**config.mk**
```make
export PLATFORM = sky130hd
export DESIGN_NAME = afs_top
export DESIGN_NICKNAME = d
export VERILOG_FILES = /design/src/hdl/afs_pkg.sv /design/src/hdl/afs_level.sv /design/src/hdl/afs_top.sv
export SDC_FILE = /design/constraint.sdc
export NUM_CORES = 1
export LEC_CHECK = 0
export BUFFER_PORTS_ARGS = -buffer_cell sky130_fd_sc_hd__buf_2
export CAP_MARGIN = 20
export CORE_AREA = 2 2 93 130
export DETAILED_ROUTE_END_ITERATION = 12
export DIE_AREA = 0 0 95 132
export GPL_TIMING_DRIVEN = 0
export SLEW_MARGIN = 20
export SYNTH_ARGS = -nofsm -noshare
export SYNTH_HDL_FRONTEND = slang
export SYNTH_SLANG_ARGS = --single-unit
```
**constraint.sdc**
```tcl
create_clock -name core_clk -period 5 [get_ports core_clk]
set_input_delay 0.5 -clock core_clk [delete_from_list [all_inputs] [get_ports core_clk]]
set_output_delay 0.5 -clock core_clk [all_outputs]
set_load 0.02 [all_outputs]
```
**src/hdl/afs_pkg.sv**
```systemverilog
// Purpose: Constants and types for the audio FIFO status block
// Assumes: APB slave, 32-bit data, one clock core_clk
// Notes:   Offsets of the software registers are local choices
package afs_pkg;

    // ------------------------------------------------------------
    // Register map
    // ------------------------------------------------------------
    localparam logic [11:0] AFS_OFF_STATUS    = 12'h000;
    localparam logic [11:0] AFS_OFF_THRESHOLD = 12'h004;
    localparam logic [11:0] AFS_OFF_IRQ_STAT  = 12'h008;
    localparam logic [11:0] AFS_OFF_IRQ_MASK  = 12'h00C;

    // ------------------------------------------------------------
    // Field positions
    // ------------------------------------------------------------
    localparam int AFS_RX_LVL_LSB  = 24;
    localparam int AFS_TX_LVL_LSB  = 8;
    localparam int AFS_RX_OVR_BIT  = 6;
    localparam int AFS_TX_UND_BIT  = 5;
    localparam int AFS_RX_SRQ_BIT  = 4;
    localparam int AFS_TX_SRQ_BIT  = 3;
    localparam int AFS_RX_THR_LSB  = 8;
    localparam int AFS_TX_THR_LSB  = 0;
    localparam int AFS_LVL_W       = 6;

    // ------------------------------------------------------------
    // Reset values and limits
    // ------------------------------------------------------------
    localparam logic [5:0] AFS_DEPTH       = 6'h20;
    localparam logic [5:0] AFS_RX_THR_RST  = 6'h10;
    localparam logic [5:0] AFS_TX_THR_RST  = 6'h10;
    localparam logic [3:0] AFS_IRQ_RST     = 4'h0;

    // Interrupt status bit order: rx overrun, tx underrun, rx srq, tx srq
    typedef struct packed {
        logic rx_ovr;
        logic tx_und;
        logic rx_srq;
        logic tx_srq;
    } afs_events_t;

    typedef struct packed {
        logic       push;
        logic       pop;
    } afs_fifo_ev_t;

endpackage : afs_pkg

```
**src/hdl/afs_level.sv**
```systemverilog
// Purpose: Occupancy counter of one sample FIFO with error detect
// Assumes: FIFO storage elsewhere; push and pop are one-cycle strobes
// Notes:   Push into full and pop from empty do not move the count
`timescale 1ns/1ps
module afs_level
    import afs_pkg::*;
#(
    parameter logic [5:0] DEPTH = AFS_DEPTH
) (
    // Clock and reset
    input  wire logic         core_clk,
    input  wire logic         arst_n,
    // FIFO strobes
    input  wire afs_fifo_ev_t ev,
    // Results
    output logic [5:0]        level,
    output logic              overflow,
    output logic              underflow
);

    typedef struct packed {
        logic [5:0] level;
        logic       overflow;
        logic       underflow;
    } afs_lvl_state_t;

    afs_lvl_state_t state;
    afs_lvl_state_t next_state;

    always_comb begin
        next_state           = state;
        next_state.overflow  = ev.push && !ev.pop && (state.level == DEPTH);
        next_state.underflow = ev.pop && !ev.push && (state.level == 6'h00);
        if (ev.push && !ev.pop && state.level != DEPTH) begin
            next_state.level = state.level + 6'h01;
        end else if (ev.pop && !ev.push && state.level != 6'h00) begin
            next_state.level = state.level - 6'h01;
        end
    end

    always_ff @(posedge core_clk or negedge arst_n) begin
        if (!arst_n) begin
            state <= '0;
        end else begin
            state <= next_state;
        end
    end

    assign level     = state.level;
    assign overflow  = state.overflow;
    assign underflow = state.underflow;

endmodule // afs_level

```
**src/hdl/afs_top.sv**
```systemverilog
// Purpose: FIFO status register, error flags and service requests
// Assumes: APB slave; FIFO strobes come from core_clk logic
// Notes:   Status, threshold, interrupt status and mask registers
`timescale 1ns/1ps
module afs_top
    import afs_pkg::*;
(
    // Clock and reset
    input  wire logic         core_clk,
    input  wire logic         arst_n,
    // APB slave
    input  wire logic         psel,
    input  wire logic         penable,
    input  wire logic         pwrite,
    input  wire logic [11:0]  paddr,
    input  wire logic [31:0]  pwdata,
    output logic [31:0]       prdata,
    output logic              pready,
    output logic              pslverr,
    // FIFO strobes
    input  wire afs_fifo_ev_t rx_ev,
    input  wire afs_fifo_ev_t tx_ev,
    // Requests
    output logic              rx_service_request,
    output logic              tx_service_request,
    output logic              irq
);

    // ------------------------------------------------------------
    // Level counters
    // ------------------------------------------------------------
    logic [5:0] rx_lvl;
    logic [5:0] tx_lvl;
    logic       rx_full_push;
    logic       tx_empty_pop;

    afs_level #(.DEPTH(AFS_DEPTH)) u_rx_level (
        .core_clk  (core_clk),
        .arst_n    (arst_n),
        .ev        (rx_ev),
        .level     (rx_lvl),
        .overflow  (rx_full_push),
        .underflow ()
    );

    afs_level #(.DEPTH(AFS_DEPTH)) u_tx_level (
        .core_clk  (core_clk),
        .arst_n    (arst_n),
        .ev        (tx_ev),
        .level     (tx_lvl),
        .overflow  (),
        .underflow (tx_empty_pop)
    );

    // ------------------------------------------------------------
    // State
    // ------------------------------------------------------------
    typedef struct packed {
        logic [5:0]  rx_thr;
        logic [5:0]  tx_thr;
        logic        rx_overrun_flag;
        logic        tx_underrun_flag;
        afs_events_t irq_stat;
        afs_events_t irq_mask;
        logic        rx_srq;
        logic        tx_srq;
        logic        irq;
        logic [31:0] prdata;
        logic        pready;
        logic        pslverr;
    } afs_state_t;

    afs_state_t state;
    afs_state_t next_state;

    logic        access;
    logic        wr;
    logic [31:0] status_word;
    logic        rx_srq_now;
    logic        tx_srq_now;
    afs_events_t ev_now;

    assign access = psel && penable && !state.pready;
    assign wr     = access && pwrite;

    // Requests use the counter value of the cycle after the strobe
    assign rx_srq_now = (rx_lvl >= state.rx_thr);
    assign tx_srq_now = (tx_lvl <= state.tx_thr);

    assign ev_now = '{rx_ovr: rx_full_push, tx_und: tx_empty_pop,
                      rx_srq: rx_srq_now && !state.rx_srq,
                      tx_srq: tx_srq_now && !state.tx_srq};

    always_comb begin
        status_word = 32'h0000_0000;
        status_word[AFS_RX_LVL_LSB +: AFS_LVL_W] = rx_lvl;
        status_word[AFS_TX_LVL_LSB +: AFS_LVL_W] = tx_lvl;
        status_word[AFS_RX_OVR_BIT] = state.rx_overrun_flag;
        status_word[AFS_TX_UND_BIT] = state.tx_underrun_flag;
        status_word[AFS_RX_SRQ_BIT] = rx_srq_now;
        status_word[AFS_TX_SRQ_BIT] = tx_srq_now;
    end

    always_comb begin
        next_state         = state;
        next_state.pready  = access;
        next_state.pslverr = 1'b0;
        next_state.rx_srq  = rx_srq_now;
        next_state.tx_srq  = tx_srq_now;

        // Flag clears by writing zero; a same-cycle event wins
        if (wr && paddr == AFS_OFF_STATUS) begin
            if (!pwdata[AFS_RX_OVR_BIT]) begin
                next_state.rx_overrun_flag = 1'b0;
            end
            if (!pwdata[AFS_TX_UND_BIT]) begin
                next_state.tx_underrun_flag = 1'b0;
            end
        end
        if (rx_full_push) begin
            next_state.rx_overrun_flag = 1'b1;
        end
        if (tx_empty_pop) begin
            next_state.tx_underrun_flag = 1'b1;
        end

        if (wr && paddr == AFS_OFF_THRESHOLD) begin
            next_state.rx_thr = pwdata[AFS_RX_THR_LSB +: AFS_LVL_W];
            next_state.tx_thr = pwdata[AFS_TX_THR_LSB +: AFS_LVL_W];
        end
        if (wr && paddr == AFS_OFF_IRQ_STAT) begin
            next_state.irq_stat = state.irq_stat & ~afs_events_t'(pwdata[3:0]);
        end
        next_state.irq_stat = next_state.irq_stat | ev_now;
        if (wr && paddr == AFS_OFF_IRQ_MASK) begin
            next_state.irq_mask = afs_events_t'(pwdata[3:0]);
        end
        next_state.irq = |(next_state.irq_stat & next_state.irq_mask);

        next_state.prdata = 32'h0000_0000;
        if (access && !pwrite) begin
            if (paddr == AFS_OFF_STATUS) begin
                next_state.prdata = status_word;
            end else if (paddr == AFS_OFF_THRESHOLD) begin
                next_state.prdata[AFS_RX_THR_LSB +: AFS_LVL_W] = state.rx_thr;
                next_state.prdata[AFS_TX_THR_LSB +: AFS_LVL_W] = state.tx_thr;
            end else if (paddr == AFS_OFF_IRQ_STAT) begin
                next_state.prdata[3:0] = state.irq_stat;
            end else if (paddr == AFS_OFF_IRQ_MASK) begin
                next_state.prdata[3:0] = state.irq_mask;
            end else begin
                next_state.pslverr = 1'b1;
            end
        end else if (access) begin
            if (paddr != AFS_OFF_STATUS && paddr != AFS_OFF_THRESHOLD &&
                paddr != AFS_OFF_IRQ_STAT && paddr != AFS_OFF_IRQ_MASK) begin
                next_state.pslverr = 1'b1;
            end
        end
    end

    always_ff @(posedge core_clk or negedge arst_n) begin
        if (!arst_n) begin
            state          <= '0;
            state.rx_thr   <= AFS_RX_THR_RST;
            state.tx_thr   <= AFS_TX_THR_RST;
            state.irq_mask <= afs_events_t'(AFS_IRQ_RST);
        end else begin
            state <= next_state;
        end
    end

    assign prdata             = state.prdata;
    assign pready             = state.pready;
    assign pslverr            = state.pslverr;
    assign rx_service_request = state.rx_srq;
    assign tx_service_request = state.tx_srq;
    assign irq                = state.irq;

endmodule // afs_top

```
* Yosys cells after proc, flatten, opt, wreduce, memory -nomap -nowiden
Cells that the tools add are included.
** Storage, ports and cells
- Logic and storage cells :: 114
- Register bits after elaboration :: 73
- Output and inout bits :: 37
** Operators by class
- Bitwise operators :: 4
- Reductions and logical operators :: 43
- Order comparisons :: 2
- Multiplexer cells :: 28
- Eq/ne operators :: 11
- Add/sub/neg operators :: 4
** Operators by type and width (number)
- $mux W6 :: 7
- $mux W30 :: 1
- $eq A12 B4 Y1 const B :: 2
- $ne A12 B4 Y1 const B :: 2
- $logic_and A1 B1 Y1 :: 23
- $mux W4 :: 5
- $mux W16 :: 1
- $add A6 B1 Y6 const B :: 2
- $eq A12 B3 Y1 const B :: 1
- $logic_not A12 Y1 :: 1
- $mux W1 :: 12
- $ne A12 B3 Y1 const B :: 1
- $ne A6 B6 Y1 const B :: 2
- $reduce_bool A12 Y1 :: 1
- $reduce_bool A6 Y1 :: 2
- $sub A6 B1 Y6 const B :: 2
- $and A4 B4 Y4 :: 2
- $logic_not A1 Y1 :: 8
- $reduce_bool A2 Y1 :: 4
- $eq A6 B6 Y1 const B :: 1
- $ge A6 B6 Y1 :: 1
- $le A6 B6 Y1 :: 1
- $logic_not A6 Y1 :: 1
- $mux W2 :: 2
- other kinds (5) :: 7

* Depth between registers and ports, before layout
- Depth in word-level cells :: 8
- Gate-level depth with buffers :: 10
- Mapped depth without buffers :: 10

* By module
A second synthesis with hierarchy kept.
** Unflattened totals
- Cell total of the unflattened synthesis :: 326
- Area total of the unflattened synthesis :: 3535.9 um^2
** Modules (own cells, without submodules)
- afs_top :: times used 1, area each 2377.3 um^2, cells an instance 218
- afs_level :: times used 2, area each 579.3 um^2, cells an instance 54

* Worst setup path after synthesis
Ideal clock, no wire load.
- Path type :: register -> register
- From :: register u_tx_level.state, in the netlist u_tx_level.level[1]
- To :: register u_tx_level.state, in the netlist u_tx_level.level[5]
- Path buffers :: 0
- Data arrival time :: 2610 ps
- Library setup time :: 138 ps
- Clock period less this slack :: 2748 ps
- Slack :: 2252 ps
- Stages on the path, launching flop included :: 10
- Cells stage by stage :: dfrtp_1 > nor3_1 > nand2_1 > o21ai_0 > ha_1 > a21o_1 > a21oi_1 > o21bai_1 > a21oi_1 > mux4_2
** Between the ends
- Longest elaborated chain between the ends :: 3
- Elaborated cells between the ends (all ways) :: 9
** Ends and longest elaborated chain
- from (decl) :: RTL line afs_level.sv:27 : afs_lvl_state_t state;
- from (signal assigned) :: RTL line afs_level.sv:45 : state <= next_state;
- $sub A6 B1 Y6 (tied with other cells) :: RTL line afs_level.sv:37 : next_state.level = state.level - 6'h01;
- $mux W6 (tied with other cells) :: RTL line afs_level.sv:36 : end else if (ev.pop && !ev.push && state.level != 6'h00) begin
- $mux W6 or $reduce_bool A2 Y1 (tied branches)
Parallel ways exist; a longest one is shown, timed or not. The select of a mux whose other input is x is not followed.
A chain may end at the register's enable or synchronous reset.

* Worst setup path after layout
Ends and elaborated chain as after synthesis.

==> key figures <==
Final layout
  • Layout cell share with drive strength beyond 1: 0.3476
  • Final core utilization: 0.3676
  • Layout area overhead: 24.94%
  • Antenna Cells: 0
  • Most frequent cells in the layout: 58 x buf_2, 58 x dfrtp_1, 33 x buf_4, 31 x nor2_1, 25 x inv_1
  • Nets: 467

Synth
  • Synth unique cells: 47
  • Simple-gate share of the synthesized area: 0.1298
  • FF+latch count, synth: 60
  • Async set-or-reset flop fraction in the synthesized netlist: 1.000
  • Mapped Area: 3336 µm²
  • Synthesized-area fraction occupied by adder cells: 0.08702
  • Sequential area share after synthesis: 0.4509
  • Cells after Synth: 312
  • Synthesized area per cell: 10.69 µm²
  • Mux cell area share after synthesis: 0.1193
  • Top_reg_cell synth: dfrtp_1
  • Synth Area in XOR/XNOR: 0.02101
  • Compound-cell area share of the yosys netlist: 0.07989
  • Largest family of logic cells by synthesized area: simple AND/OR/NAND/NOR gates
  • EDFF count, synth: 0
  • Yosys warns: 0

Clock network
  • CTS Sinks: 60
  • Number of setup buffers added after CTS: 0
  • Clk buf depth: 2
  • Worst-Skew Late Latency: 0.32 ns
  • Clock Tree Root: clkbuf_16
  • CTS tree: yes
  • Total CTS buffers: 9
  • Worst-path clk slew: 0.05 ns
  • H-tree depth: 3
  • Post-CTS resize count: 0
  • Hold bufs inserted after CTS: 0

Placed design
  • Dpl hpwl: 5.479 mm
  • IO buf count: 57
  • Final GP Congestion: 0.7612

Global route
  • All-Layer GR Usage: 0.1244
  • First-pass GRT wire length: 12.04 mm
  • Largest net degree at the start of global routing: 61
  • Initial antenna violation count: 0
  • GRT overflow: 0
  • Number of global-route vias before repair: 2517

Floorplanning
  • Core area: 11340 µm²
  • Full die area: 12540 µm²
  • Starting Density: 0.2942
  • Chip width: 95 µm
  • I/O pin count: 90
  • Die Ht: 132 µm
  • Num rows: 46

Critical path
  • Worst Setup Start Kind: flip-flop
  • Reg-to-reg endpoint: u_tx_level.level[5]$_DFFE_PN0P_
  • Critical Path RT: 5.19 ns
  • Crit path buf inv count: 0
  • CP top delay family: compound AO/OA/AOI/OAI gates
  • Worst-path fanout max: 6
  • Cell mode on critical path: a21oi_1
  • Crit-path max cell delay: 0.58 ns
  • Worst reg2reg path depth: 9
  • Critical path type: reg -> reg
  • Worst r2r src: u_tx_level.level[1]$_DFFE_PN0P_
  • Flop-to-flop setup slack: 1.87 ns
  • Crit path DAT: 3.32 ns
  • Crit path cell chain: nor3_1 -> nand2_1 -> o21ai_0 -> ha_1 -> a21o_1 -> a21oi_1 -> o21bai_1 -> a21oi_1 -> mux4_2
  • CP endpoint kind: flip-flop
  • Slowest library cell on the worst path: o21ai_0

STA
  • Worst-Margin Slew: 0.8432 ns
  • Worst hold slack: 0.2513 ns
  • Count of pins over their slew limit: 0
  • Slew headroom: 0.4327
  • Fmax: 0.3193 GHz
  • Setup TNS: 0 ns
  • Layout Skew: 0.004114 ns
  • RSZ-0062 raised after global routing: false
  • Fin crit share: 0.6265
  • Final Setup Violations: 0
  • Final hold viol count: 0
  • Min cycle time layout: 3.132 ns

Drt
  • # DRC: 0
  • Drt first pass iters: 4
  • Total Wirelength: 7.211 mm
  • Avg Vias per Cell: 4.423
  • Starting DRT DRC Count: 91
  • Vias: 2393
  • WL/cell: 13.33 µm
  • ANT nets after route: 0

Power and ir drop
  • Pwr/cell area: 432.4 nW/µm²
  • Lkg Pwr: 0.002102 µW
  • Worst vdd ir: 0.1677 mV

Outcome
  • Status: finished, final reports clean

Job
  • Max-cap violations: 0

Hold path
  • Worst hold path type: in -> async
sequential cells by signal, summed over array words and instances, names as in the netlist:
| name | count |
|---|---|
| u_rx_level.level | 6 |
| u_tx_level.underflow | 1 |
| state | 22 |
| u_rx_level.overflow | 1 |
| u_tx_level.level | 6 |
| tx_service_request | 1 |
| irq | 1 |
| pready | 1 |
| rx_service_request | 1 |
| pslverr | 1 |
| prdata | 19 |
worst reg2reg max path, cell delays in order, from the launching register on:
cell	delay (ns)
dfrtp_1	0.45
nor3_1	0.28
nand2_1	0.14
o21ai_0	0.58
ha_1	0.36
a21o_1	0.18
a21oi_1	0.22
o21bai_1	0.09
a21oi_1	0.20
mux4_2	0.51
how the worst max path moves through the flow:
stage                     depth (start not counted)                               to                            start
after floorplan                                   9  u_tx_level.level[5]$_DFFE_PN0P_  u_tx_level.level[1]$_DFFE_PN0P_
after global placement                            9  u_tx_level.level[5]$_DFFE_PN0P_  u_tx_level.level[1]$_DFFE_PN0P_
after detailed placement                          9  u_tx_level.level[5]$_DFFE_PN0P_  u_tx_level.level[1]$_DFFE_PN0P_
after CTS                                         9  u_tx_level.level[5]$_DFFE_PN0P_  u_tx_level.level[1]$_DFFE_PN0P_
after global routing                              9  u_tx_level.level[5]$_DFFE_PN0P_  u_tx_level.level[1]$_DFFE_PN0P_
final                                             9  u_tx_level.level[5]$_DFFE_PN0P_  u_tx_level.level[1]$_DFFE_PN0P_
through the flow:
stage | power, µW | cell area, µm² | std cells | setup WS, ns
floorplan | 1008 | 3381 | 324 | 2.252
finish | 1802 | 4168 | 541 | 1.868
global placement | 1126 | 3846 | 525 | 1.945
detailed placement | 1156 | 3849 | 525 | 1.866
global route | 1927 | 4168 | 541 | 1.657
CTS | 1820 | 4168 | 541 | 1.840
logic make-up (layout without fill, tap and decap cells):
| group | after synthesis | in the layout |
|---|---|---|
| DFF | 60 | 60 |
| other | 1 | 13 |
| AOI/OAI and AO/OA | 43 | 43 |
| buffers and inverters | 62 | 135 |
| muxes | 31 | 31 |
| adders and majority gates | 22 | 22 |
| and+or+nand+nor | 85 | 85 |
| xor gates and xnor gates | 8 | 8 |
routing by layer:
layer	routed length, µm	vias to the layer above	share of wire	global-route usage
met4	165	0	0.023	0.05556
met1	2956	1129	0.41	0.1426
li1	-	1178	-	-
met3	358	12	0.050	0.02744
met2	3730	74	0.52	0.2171
met5	0	-	0	0
synthesized netlist by cell type (7+ instances only):
| cell | count | area share |
|---|---|---|
| a21oi_1 | 15 | 0.023 |
| buf_4 | 32 | 0.072 |
| dfrtp_1 | 58 | 0.44 |
| ha_1 | 20 | 0.075 |
| inv_1 | 25 | 0.028 |
| mux2_2 | 10 | 0.034 |
| mux2_4 | 10 | 0.045 |
| mux2i_1 | 9 | 0.027 |
| nand2_1 | 16 | 0.018 |
| nor2_1 | 31 | 0.035 |
| o21ai_0 | 7 | 0.011 |
| xnor2_1 | 7 | 0.018 |
where the power goes:
| part | switching (µW) | total [µW] | internal [µW] |
|---|---|---|---|
| clock network | 210 | 658 | 449 |
| logic | 263 | 507 | 244 |
| registers | 90.4 | 637 | 546 |
| total | 563 | 1800 | 1240 |
final cells by class:
| class | count | area (µm²) |
|---|---|---|
| tap | 144 | 180.2 |
| fill | 1119 | 7171 |
| clock buffer | 12 | 246.5 |
| multi-input combinational | 202 | 1506 |
| timing repair buffer | 57 | 287.8 |
| sequential | 60 | 1504 |
| clock inverter | 4 | 72.57 |
| buffer | 37 | 276.5 |
| inverter | 25 | 93.84 |
Note: power is estimated with default switching activity, not from simulation.
